### src/sgw_pkg.sv
package sgw_pkg;

    // ****************************************
    // Register map (byte addresses)
    // ****************************************
    localparam logic [7:0] ADDR_CTRL   = 8'h00;
    localparam logic [7:0] ADDR_CFG    = 8'h04;
    localparam logic [7:0] ADDR_DELIM  = 8'h08;
    localparam logic [7:0] ADDR_STATUS = 8'h0C;
    localparam logic [7:0] ADDR_TXDATA = 8'h10;
    localparam logic [7:0] ADDR_RXDATA = 8'h14;
    localparam logic [7:0] ADDR_ADDR   = 8'h18;

    // ****************************************
    // Field positions
    // ****************************************
    localparam int CTRL_READY_BIT = 0;
    localparam int CTRL_FAULT_BIT = 1;
    localparam int CTRL_TXGO_BIT  = 2;
    localparam int CFG_MODE_LSB   = 0;
    localparam int CFG_START_BIT  = 2;
    localparam int CFG_END2_BIT   = 3;
    localparam int CFG_LEN_BIT    = 4;
    localparam int CFG_TMO_BIT    = 5;
    localparam int CFG_TRIG_BIT   = 6;
    localparam int CFG_MAXLEN_LSB = 8;
    localparam int CFG_DELAY_LSB  = 16;

    // ****************************************
    // Reset values and codes
    // ****************************************
    localparam logic [31:0] CFG_RESET   = 32'h0000_E020;
    localparam logic [31:0] DELIM_RESET = 32'h0000_0000;
    localparam logic [7:0]  TEST_ADDR   = 8'h63;
    localparam logic [3:0]  DIGIT_MAX   = 4'h9;
    localparam logic [1:0]  RESP_OKAY   = 2'b00;
    localparam logic [1:0]  RESP_SLVERR = 2'b10;
    localparam int          TXFRAME_DEF = 8;

    typedef enum logic [1:0] {
        MODE_DELIM = 2'b00,
        MODE_CDLY  = 2'b01,
        MODE_COUNT = 2'b10
    } mode_e;

    typedef enum logic [1:0] {
        RX_HUNT  = 2'b00,
        RX_DATA  = 2'b01,
        RX_END2  = 2'b10
    } rx_state_e;

    typedef struct packed {
        logic       valid;
        logic [7:0] data;
    } char_s;

endpackage

### src/serial_gateway.sv
// How it works
// - Start char enabled (delimiter mode only): hunt and align on it
// - Start char disabled: store every next char
// - Delimiter mode: end char or pair closes receive telegram
// - Start and second end chars configurable
// - Length byte set: send that many chars
// - No length byte: delimiter mode sends through end char, other modes send the configured length
// - Never send beyond configured data length
// - Timeout aborts unfinished delimiter telegram
// - Timeout monitoring can be switched off
// - Delay mode: silence closes the telegram
// - Delay time comes from parameter data
// - Delay mode sends data unchanged
// - Count mode: transparent, no timing
// - Count mode sends data unchanged, no ack
// - Count mode forwards replies unchanged
// - Address from tens and ones switches
// - Switch setting 99 is test address
// - Green ready, red fault, fault halts
// - RTS and CTS never gate sending
// - Trigger mode: send on trigger change
// - Length option: store received count
module serial_gateway
    import sgw_pkg::*;
#(
    parameter int BUF_DEPTH = 256,
    parameter int AW        = 8
) (
    // Clock, reset, enable
    input  wire logic        sys_clk,
    input  wire logic        nrst,
    input  wire logic        clk_en,
    // AXI4-Lite slave
    input  wire logic [AW-1:0] s_axi_awaddr,
    input  wire logic        s_axi_awvalid,
    output logic             s_axi_awready,
    input  wire logic [31:0] s_axi_wdata,
    input  wire logic [3:0]  s_axi_wstrb,
    input  wire logic        s_axi_wvalid,
    output logic             s_axi_wready,
    output logic [1:0]       s_axi_bresp,
    output logic             s_axi_bvalid,
    input  wire logic        s_axi_bready,
    input  wire logic [AW-1:0] s_axi_araddr,
    input  wire logic        s_axi_arvalid,
    output logic             s_axi_arready,
    output logic [31:0]      s_axi_rdata,
    output logic [1:0]       s_axi_rresp,
    output logic             s_axi_rvalid,
    input  wire logic        s_axi_rready,
    // Serial character side (UART outside)
    input  wire logic        rx_valid,
    input  wire logic [7:0]  rx_data,
    output logic             tx_valid,
    output logic [7:0]       tx_data,
    input  wire logic        tx_ready,
    input  wire logic        rts_in,
    input  wire logic        cts_in,
    // Rotary switches and status indicator
    input  wire logic [3:0]  sw_tens,
    input  wire logic [3:0]  sw_ones,
    output logic [6:0]       station_addr,
    output logic             test_addr,
    output logic             led_green,
    output logic             led_red,
    // Telegram events
    output logic             rx_done,
    output logic             rx_abort
);

    // ****************************************
    // Helper functions
    // ****************************************
    function automatic logic [7:0] bin_of(input logic [3:0] t, input logic [3:0] o);
        bin_of = ({4'h0, t} << 3) + ({4'h0, t} << 1) + {4'h0, o};
    endfunction

    // ****************************************
    // Registers
    // ****************************************
    logic [31:0] cfg;
    logic [31:0] delim;
    logic        fault;
    logic        ready;
    logic [7:0]  tx_mem [BUF_DEPTH];
    logic [7:0]  rx_mem [BUF_DEPTH];
    logic [7:0]  rx_cnt;
    logic [7:0]  rx_len;
    logic [7:0]  rd_ptr;
    logic        tx_busy;
    logic [7:0]  tx_idx;
    logic [7:0]  tx_lim;
    logic        tx_dirty;
    logic [7:0]  last_trig;
    logic [15:0] gap_cnt;
    rx_state_e   rx_state;
    mode_e       mode;
    logic        tmo_en;
    logic        tx_go;
    char_s       rx_ch;

    assign mode   = mode_e'(cfg[CFG_MODE_LSB +: 2]);
    assign tmo_en = cfg[CFG_TMO_BIT];
    assign rx_ch  = '{valid: rx_valid & clk_en & ready & ~fault, data: rx_data};

    // ****************************************
    // AXI4-Lite slave
    // ****************************************
    logic        aw_hold;
    logic        w_hold;
    logic [AW-1:0] aw_q;
    logic [31:0] w_q;
    logic [3:0]  ws_q;
    logic        wr_fire;
    logic        wr_ok;
    logic [7:0]  rd_word;

    assign s_axi_awready = ~aw_hold & ~s_axi_bvalid;
    assign s_axi_wready  = ~w_hold & ~s_axi_bvalid;
    assign wr_fire = clk_en & aw_hold & w_hold & ~s_axi_bvalid;
    assign s_axi_arready = ~s_axi_rvalid;
    assign wr_ok = (aw_q[7:0] <= ADDR_ADDR) && (aw_q[1:0] == 2'b00);

    // Address and data captured independently, either order
    always_ff @(posedge sys_clk or negedge nrst) begin
        if (!nrst) begin
            aw_hold <= 1'b0;
            w_hold <= 1'b0;
            aw_q <= '0;
            w_q <= '0;
            ws_q <= '0;
            s_axi_bvalid <= 1'b0;
            s_axi_bresp <= RESP_OKAY;
        end else if (clk_en) begin
            if (s_axi_awvalid && s_axi_awready) begin
                aw_hold <= 1'b1;
                aw_q <= s_axi_awaddr;
            end
            if (s_axi_wvalid && s_axi_wready) begin
                w_hold <= 1'b1;
                w_q <= s_axi_wdata;
                ws_q <= s_axi_wstrb;
            end
            if (wr_fire) begin
                aw_hold <= 1'b0;
                w_hold <= 1'b0;
                s_axi_bvalid <= 1'b1;
                s_axi_bresp <= wr_ok ? RESP_OKAY : RESP_SLVERR;
            end else if (s_axi_bready) begin
                s_axi_bvalid <= 1'b0;
            end
        end
    end

    // Config written by the master during start-up
    always_ff @(posedge sys_clk or negedge nrst) begin
        if (!nrst) begin
            cfg <= CFG_RESET;
            delim <= DELIM_RESET;
            ready <= 1'b0;
            tx_go <= 1'b0;
        end else if (clk_en) begin
            tx_go <= 1'b0;
            if (wr_fire) begin
                case (aw_q[7:0])
                    ADDR_CTRL: begin
                        if (ws_q[0]) ready <= w_q[CTRL_READY_BIT];
                        if (ws_q[0]) tx_go <= w_q[CTRL_TXGO_BIT];
                    end
                    ADDR_CFG: begin
                        for (int b = 0; b < 4; b++) begin
                            if (ws_q[b]) cfg[8*b +: 8] <= w_q[8*b +: 8];
                        end
                    end
                    ADDR_DELIM: begin
                        for (int b = 0; b < 4; b++) begin
                            if (ws_q[b]) delim[8*b +: 8] <= w_q[8*b +: 8];
                        end
                    end
                    default: ;
                endcase
            end
        end
    end

    // Transmit buffer words: one byte per write, index from data bits 15:8
    always_ff @(posedge sys_clk) begin
        if (clk_en && wr_fire && aw_q[7:0] == ADDR_TXDATA && ws_q[0]) begin
            tx_mem[w_q[15:8]] <= w_q[7:0];
        end
    end

    // Read port; RXDATA index taken from rd_ptr
    always_ff @(posedge sys_clk or negedge nrst) begin
        if (!nrst) begin
            s_axi_rvalid <= 1'b0;
            s_axi_rdata <= '0;
            s_axi_rresp <= RESP_OKAY;
            rd_ptr <= '0;
        end else if (clk_en) begin
            if (s_axi_arvalid && s_axi_arready) begin
                s_axi_rvalid <= 1'b1;
                s_axi_rresp <= RESP_OKAY;
                case (s_axi_araddr[7:0])
                    ADDR_CTRL:   s_axi_rdata <= {29'h0, tx_go, fault, ready};
                    ADDR_CFG:    s_axi_rdata <= cfg;
                    ADDR_DELIM:  s_axi_rdata <= delim;
                    ADDR_STATUS: s_axi_rdata <= {16'h0, rx_len, 5'h0, rx_state, tx_busy};
                    ADDR_RXDATA: begin
                        s_axi_rdata <= {16'h0, rd_ptr, rd_word};
                        rd_ptr <= 8'(rd_ptr + 8'h01);
                    end
                    ADDR_ADDR:   s_axi_rdata <= {23'h0, test_addr, 1'b0, station_addr};
                    default: begin
                        s_axi_rdata <= '0;
                        s_axi_rresp <= RESP_SLVERR;
                    end
                endcase
            end else if (s_axi_rready) begin
                s_axi_rvalid <= 1'b0;
            end
            if (rx_done) rd_ptr <= '0;
        end
    end

    // Length byte option places received count in first slot, data one slot up
    assign rd_word = (cfg[CFG_LEN_BIT] && rd_ptr == 8'h00) ? rx_len
                   : rx_mem[8'(rd_ptr - {7'h0, cfg[CFG_LEN_BIT]})];

    // ****************************************
    // Address switches and indicator
    // ****************************************
    // Digits above 9 are a switch fault, shown red
    always_ff @(posedge sys_clk or negedge nrst) begin
        if (!nrst) begin
            station_addr <= '0;
            test_addr <= 1'b0;
            fault <= 1'b0;
        end else if (clk_en) begin
            station_addr <= 7'(bin_of(sw_tens, sw_ones));
            test_addr <= (bin_of(sw_tens, sw_ones) == TEST_ADDR);
            fault <= (sw_tens > DIGIT_MAX) || (sw_ones > DIGIT_MAX);
        end
    end

    assign led_green = ready & ~fault;
    assign led_red   = fault;

    // ****************************************
    // Receive path
    // ****************************************
    logic [7:0] max_len;
    logic       is_start;
    logic       is_end1;
    logic       is_end2;
    logic       gap_hit;
    logic       gap_live;
    logic       cfg_wr;
    assign max_len  = cfg[CFG_MAXLEN_LSB +: 8];
    assign is_start = rx_ch.data == delim[7:0];
    assign is_end1  = rx_ch.data == delim[15:8];
    assign is_end2  = rx_ch.data == delim[23:16];
    // Timer starts with the telegram, so an idle line never times out
    assign gap_live = rx_state != RX_HUNT && ((mode == MODE_DELIM && cfg[CFG_START_BIT]) || rx_cnt != 8'h00);
    // New framing setup restarts the hunt
    assign cfg_wr   = wr_fire && aw_q[7:0] == ADDR_CFG;
    // Count mode timer never fires; delay mode ignores the enable bit
    assign gap_hit  = (gap_cnt == cfg[CFG_DELAY_LSB +: 16]) && gap_live &&
                      (mode == MODE_CDLY || (mode == MODE_DELIM && tmo_en));

    always_ff @(posedge sys_clk) begin
        if (rx_ch.valid && rx_state != RX_HUNT && rx_cnt < max_len) begin
            rx_mem[rx_cnt] <= rx_ch.data;
        end
    end

    // Framing state machine; stored count is the telegram length
    always_ff @(posedge sys_clk or negedge nrst) begin
        if (!nrst) begin
            rx_state <= RX_HUNT;
            rx_cnt <= '0;
            rx_len <= '0;
            gap_cnt <= '0;
            rx_done <= 1'b0;
            rx_abort <= 1'b0;
        end else if (clk_en) begin
            rx_done <= 1'b0;
            rx_abort <= 1'b0;
            if (rx_ch.valid || !gap_live) gap_cnt <= '0;
            else if (gap_cnt != 16'hFFFF) gap_cnt <= 16'(gap_cnt + 16'h0001);
            if (fault || !ready || cfg_wr) begin
                rx_state <= RX_HUNT;
                rx_cnt <= '0;
            end else if (gap_hit) begin
                rx_state <= RX_HUNT;
                rx_cnt <= '0;
                if (mode == MODE_CDLY) begin
                    rx_done <= 1'b1;
                    rx_len <= rx_cnt;
                end else begin
                    rx_abort <= 1'b1;
                end
            end else begin
                case (rx_state)
                    RX_HUNT: begin
                        if (mode != MODE_DELIM || !cfg[CFG_START_BIT]) begin
                            rx_state <= RX_DATA;
                        end else if (rx_ch.valid && is_start) begin
                            rx_state <= RX_DATA;
                        end
                    end
                    RX_DATA: begin
                        if (rx_ch.valid) begin
                            if (rx_cnt < max_len) rx_cnt <= 8'(rx_cnt + 8'h01);
                            if (mode == MODE_DELIM && is_end1) begin
                                if (cfg[CFG_END2_BIT]) begin
                                    rx_state <= RX_END2;
                                end else begin
                                    rx_state <= RX_HUNT;
                                    rx_done <= 1'b1;
                                    rx_len <= 8'(rx_cnt + 8'h01);
                                    rx_cnt <= '0;
                                end
                            end else if (mode == MODE_COUNT) begin
                                rx_done <= 1'b1;
                                rx_len <= 8'(rx_cnt + 8'h01);
                            end
                        end
                    end
                    RX_END2: begin
                        if (rx_ch.valid) begin
                            if (rx_cnt < max_len) rx_cnt <= 8'(rx_cnt + 8'h01);
                            rx_state <= is_end2 ? RX_HUNT : RX_DATA;
                            if (is_end2) begin
                                rx_done <= 1'b1;
                                rx_len <= 8'(rx_cnt + 8'h01);
                                rx_cnt <= '0;
                            end
                        end
                    end
                    default: rx_state <= RX_HUNT;
                endcase
            end
        end
    end

    // ****************************************
    // Transmit path
    // ****************************************
    logic [7:0] len_byte;
    logic [7:0] data_base;
    logic [7:0] want;
    logic       tx_end_hit;
    logic       trig_on;
    assign trig_on   = cfg[CFG_TRIG_BIT];
    assign data_base = 8'({trig_on, 1'b0} >> 1) + 8'(cfg[CFG_LEN_BIT]);
    assign len_byte  = tx_mem[8'(trig_on)];
    // Length byte is clipped to the configured length
    assign want = (cfg[CFG_LEN_BIT] && len_byte < max_len) ? len_byte : max_len;
    assign tx_end_hit = mode == MODE_DELIM && !cfg[CFG_LEN_BIT] && tx_data == delim[15:8];

    // Change detect: any CTRL write with TXGO set marks data dirty unless trigger mode
    always_ff @(posedge sys_clk or negedge nrst) begin
        if (!nrst) begin
            tx_dirty <= 1'b0;
            last_trig <= '0;
        end else if (clk_en) begin
            if (tx_go) begin
                if (!trig_on) tx_dirty <= 1'b1;
                else if (tx_mem[0] != last_trig) tx_dirty <= 1'b1;
                last_trig <= tx_mem[0];
            end else if (fault || (!tx_busy && tx_dirty && ready)) begin
                tx_dirty <= 1'b0;
            end
        end
    end

    // Sender: plain bytes, no framing added; handshake pins ignored
    always_ff @(posedge sys_clk or negedge nrst) begin
        if (!nrst) begin
            tx_busy <= 1'b0;
            tx_idx <= '0;
            tx_lim <= '0;
            tx_valid <= 1'b0;
            tx_data <= '0;
        end else if (clk_en) begin
            if (!tx_busy) begin
                if (tx_dirty && ready && !fault && want != 8'h00) begin
                    tx_busy <= 1'b1;
                    tx_idx <= 8'h01;
                    tx_lim <= want;
                    tx_valid <= 1'b1;
                    tx_data <= tx_mem[data_base];
                end
            end else if (tx_valid && tx_ready) begin
                if (tx_idx >= tx_lim || tx_end_hit || fault) begin
                    tx_busy <= 1'b0;
                    tx_valid <= 1'b0;
                end else begin
                    tx_idx <= 8'(tx_idx + 8'h01);
                    tx_data <= tx_mem[8'(data_base + tx_idx)];
                end
            end
        end
    end

    // ****************************************
    // Checks
    // ****************************************
    chk_tx_bound: assert property (@(posedge sys_clk) disable iff (!nrst)
        tx_busy |-> tx_idx <= max_len)
        else $error("transmit ran past configured length");
    chk_end_stop: assert property (@(posedge sys_clk) disable iff (!nrst)
        (clk_en && tx_valid && tx_ready && tx_end_hit) |=> !tx_busy)
        else $error("sender did not stop after end char");
    chk_fault_halt: assert property (@(posedge sys_clk) disable iff (!nrst)
        (fault && !tx_busy) |=> !tx_busy)
        else $error("transmit started during fault");
    chk_tmo_off: assert property (@(posedge sys_clk) disable iff (!nrst)
        (mode == MODE_DELIM && !tmo_en) |=> !rx_abort)
        else $error("abort with timeout disabled");
    chk_count_notmo: assert property (@(posedge sys_clk) disable iff (!nrst)
        (mode == MODE_COUNT) |=> !rx_abort)
        else $error("timer active in count mode");
    chk_hunt_start: assert property (@(posedge sys_clk) disable iff (!nrst)
        (clk_en && rx_state == RX_HUNT && mode == MODE_DELIM && cfg[CFG_START_BIT] && !gap_hit
         && ready && !fault && !(rx_ch.valid && is_start)) |=> rx_state == RX_HUNT)
        else $error("left hunt without start char");
    chk_test_addr: assert property (@(posedge sys_clk) disable iff (!nrst)
        (clk_en && sw_tens == 4'h9 && sw_ones == 4'h9) |=> test_addr)
        else $error("address 99 not flagged as test");
    chk_led_excl: assert property (@(posedge sys_clk) disable iff (!nrst)
        !(led_green && led_red))
        else $error("indicator green and red together");

endmodule

### config.mk
export PLATFORM = sky130hd
export DESIGN_NAME = serial_gateway
export DESIGN_NICKNAME = d
export VERILOG_FILES = /design/src/sgw_pkg.sv /design/src/serial_gateway.sv
export SDC_FILE = /design/constraint.sdc
export NUM_CORES = 2
export LEC_CHECK = 0
export BUFFER_PORTS_ARGS = -buffer_cell sky130_fd_sc_hd__buf_2
export CORE_ASPECT_RATIO = 0.5
export CORE_MARGIN = 2
export CORE_UTILIZATION = 50
export CTS_BUF_LIST = sky130_fd_sc_hd__clkbuf_8
export DETAILED_ROUTE_END_ITERATION = 12
export PLACE_DENSITY = 0.75
export REMOVE_ABC_BUFFERS = 1
export SETUP_SLACK_MARGIN = 0.1
export SLEW_MARGIN = 30
export SYNTH_ARGS = -nofsm -noshare
export SYNTH_HDL_FRONTEND = slang
export SYNTH_SLANG_ARGS = --single-unit
### constraint.sdc
create_clock -name sys_clk -period 9.14 [get_ports sys_clk]
set_input_delay 1.371 -clock sys_clk [delete_from_list [all_inputs] [get_ports sys_clk]]
set_output_delay 1.371 -clock sys_clk [all_outputs]
set_load 0.05 [all_outputs]
==> results.yml <==
status:
  run_status: "completed"
timing:
  postLayoutSetupSlackWorst_ns: 2.75
  fin_worst_skew_ns: 0.0708
  period_needed_ns: 6.39
  slew_at_the_pin_closest_to_its_max_slew_limit_ns: 1.19
  slew_headroom: 0.207
  hold_violations: 0
  slew_viol_final: 0
  max_freq_ghz: 0.157
  rsz0062_at_grt: "no"
  layout_worst_path_cycle_share: 0.699
  setup_viol: 0
routing:
  ant_nets: 0
  finalWirelength_mm: 419
  post_drt_via_cell_ratio: 6.33
  drt-wirelength-per-cell_um: 29.9
  drt_pre_antenna_iters: 6
  routed-wl-met2_mm: 198
  dr_total_vias: 88724
  drt_iter0_markers: 12482
  wl_met3_mm: 44.6
  met1_routed_wirelength_after_detailed_routing_mm: 157
  route.detailed.drc: 0
  top_layer: "met5"
global_routing:
  gr-total-overflow: 0
  grt_pass1_vias: 88238
  grt.total_usage: 0.237
  initial_antenna_violation_count: 22
  grt_pass1_wl_mm: 604
  grt_max_degree: 208
critical_path:
  critPathSlowestCell: "a221oi_1"
  rr_worst_depth: 12
  critPathCapture: "tx_data[7]$_DFFE_PN0P_"
  setup.worst_path.start: "cfg[6]$_DFFE_PN0P_"
  critical_path.cell_chain: "ha_1 -> ha_4 -> fa_4 -> xor2_4 -> buf_4 -> mux4_2 -> mux2i_1 -> a22o_1 -> a221oi_1 -> a221oi_1 -> a41o_1 -> a21oi_1"
  worst_path_most_repeated_cell: "a221oi_1"
  worstReg2RegStart: "cfg[6]$_DFFE_PN0P_"
  startpoint_types: "flip-flop"
  worst_setup_path_end_kind: "flip-flop"
  crit-reg2reg-capture: "tx_data[7]$_DFFE_PN0P_"
  critPathRequiredTime_ns: 10.11
  worstPathMaxFanout: 53
  slowest_delay_ns: 1.08
  r2r_slack_ns: 2.75
  critical_path_arrival_ns: 7.35
  crit_type: "reg2reg"
logic_synthesis:
  mappedNetlistArea_um2: 171000
  count_of_different_cell_masters_after_synthesis: 89
  synth_ff_type: "edfxtp_1"
  yosys_register_bits: 4332
  synth_edf_count: 4096
  synth_area_leaders: "edfxtp_1 72%, mux4_2 14%, dfrtp_1 3.4%"
  yosys.cell_count.top_type: "edfxtp_1"
  synth_area_leader_cell: "edfxtp_1"
  yosys.area.top_type_share: 0.717
  synth.avg_cell_area_um2: 19.8
  synthCells: 8646
  synthArstFlopShare: 0.0545
  synth-warning-count: 0
  yosysSeqAreaShare: 0.752
  synth.top_cells.by_count: "4096 x edfxtp_1, 1064 x mux4_2, 613 x nor2_1, 593 x nand2_1, 253 x clkbuf_1"
power:
  swShare: 0.256
  irDropWorstVdd_mv: 0.253
  total_leakage_power_nw: 60.5
  pwr-share-comb: 0.103
  power.internal_mw: 31.2
  totalPowerFinal_mw: 41.9
  power.density_nw_per_um2: 222
  seqPwrFrac: 0.570
  total_switching_power_mw: 10.7
  p_clk_frac: 0.327
floorplanning:
  design.die.area_um2: 348000
  initial_utilization: 0.504
  ioPinCount: 142
  die_width_um: 832
  floorplan.rows: 151
  core_area_um2: 340000
  die_y_um: 418
clock_network:
  clk-insertion-delay-late_ns: 1.10
  cts-buffers-inserted: 602
  hold_buffers: 0
  clkSinkCount: 4332
  cts.path.max_buffers: 4
  cts_setup_buffers: 0
  clock_tree_from_tritoncts: "yes"
  clkSlewWorstSetupHoldPaths_ns: 0.07
  ctsRootBufferMaster: "clkbuf_8"
  post_cts_resize_count: 0
  cts_htree_levels: 6
layout:
  final_core_util: 0.554
  syn2layout_area_growth_pct: 9.91
  final_net_count: 9197
  final.fill_count: 24739
  final-instance-count-excl-fill: 14022
  layout-drive-gt1-share: 0.245
placement:
  final_weighted_congestion_of_routability_driven_global_placement: 0.881
  port_buffers: 137
  placement.setup.worst_slack_ns: 2.90
  dp.cells: 12973
  detailedPlacementHpwl_mm: 252
run:
  cap_violations: 0
min_path:
  hold_path.class: "in2async"
power groups by stage:
stage / clock [mW] / sequential [mW] / combinational, mW
after global routing: 14.6 / 23.9 / 4.52
after floorplan: 0 / 24.8 / 3.29
final: 13.7 / 23.9 / 4.31
after global placement: 0 / 24.2 / 4.06
after detailed placement: 0 / 24.3 / 4.24
after CTS: 13.8 / 23.9 / 4.25
metrics by stage:
step / hold slack (ns) / TNS, ns / instance area, µm²
3_3_place_gp: 0.462 / 0 / 178000
4_1_cts: 0.216 / 0 / 188000
3_5_place_dp: 0.467 / 0 / 178000
2_1_floorplan: 0.472 / -191.51 / 169000
5_1_grt: 0.292 / 0 / 188000
6_report: 0.288 / 0 / 188000
state kept, by name, indices dropped and copies added, names as in the netlist, 16 cells and up:
name,count
s_axi_rdata,32
w_q,32
cfg,32
rx_mem,2048
gap_cnt,16
delim,32
tx_mem,2048
cells by family (layout without fill, tap and decap cells):
kind of cell,Yosys count,in the layout,share of synthesized area
flip-flops,4332,4332,0.752
AND/OR/NAND/NOR,1623,1623,0.0410
multiplexers,1379,1379,0.159
AO/OA/AOI/OAI,616,616,0.0246
buffers and inverters,540,1389,0.0141
XOR/XNOR,106,106,0.00550
adder cells (fa/ha/maj),49,49,0.00371
other,1,15,0.0000219
worst min-delay path by stage:
stage                                     from                     endpoint  slack, ns  cells past startpoint
global route                              nrst  s_axi_rdata[29]$_DFFE_PN0P_       0.29                      1
detailed placement  s_axi_rdata[8]$_DFFE_PN0P_   s_axi_rdata[8]$_DFFE_PN0P_       0.47                      1
CTS                                       nrst  s_axi_rdata[29]$_DFFE_PN0P_       0.22                      1
finish                                    nrst  s_axi_rdata[29]$_DFFE_PN0P_       0.29                      1
floorplan                  aw_q[6]$_DFFE_PN0P_          aw_q[6]$_DFFE_PN0P_       0.47                      1
global placement    s_axi_rdata[8]$_DFFE_PN0P_   s_axi_rdata[8]$_DFFE_PN0P_       0.46                      1
layer usage:
layer | GRT usage | vias up
met3 | 0.0542 | 969
met2 | 0.371 | 5418
met1 | 0.324 | 46218
met5 | 0 | -
met4 | 0.101 | 10
li1 | - | 36109
final cells by class:
class	count	area, µm²	area share
multi-input combinational	3775	40500	0.215
sequential	4332	129000	0.684
inverter	40	150	0.000797
clock inverter	404	1900	0.0101
clock buffer	628	8640	0.0459
timing repair buffer	317	2600	0.0138
antenna	13	32.5	0.000173
tap	4513	5650	0.0300
critical path, delay by kind of cell (launching register included):
kind                     cells  cell delay, ns
adder cells (fa/ha/maj)      3            1.45
flip-flops                   1            0.77
buffers and inverters        1            0.71
multiplexers                 2            0.65
AO/OA/AOI/OAI                5            1.80
XOR/XNOR                     1            0.73
cell usage in the layout (no fill, tap or decap), types with 43 or more instances in the layout:
cell type / instances
buf_2: 129
mux2_2: 140
a21oi_1: 151
buf_4: 134
nand2_1: 591
clkinv_2: 47
clkbuf_8: 635
and3_1: 45
xnor2_1: 59
mux2i_1: 175
clkinv_1: 129
nand3_1: 134
inv_1: 228
a22oi_1: 65
o21ai_0: 80
edfxtp_1: 4096
nor2_1: 599
mux4_2: 1064
ha_1: 43
dfrtp_1: 223
Note: power is estimated with default switching activity, not from simulation.
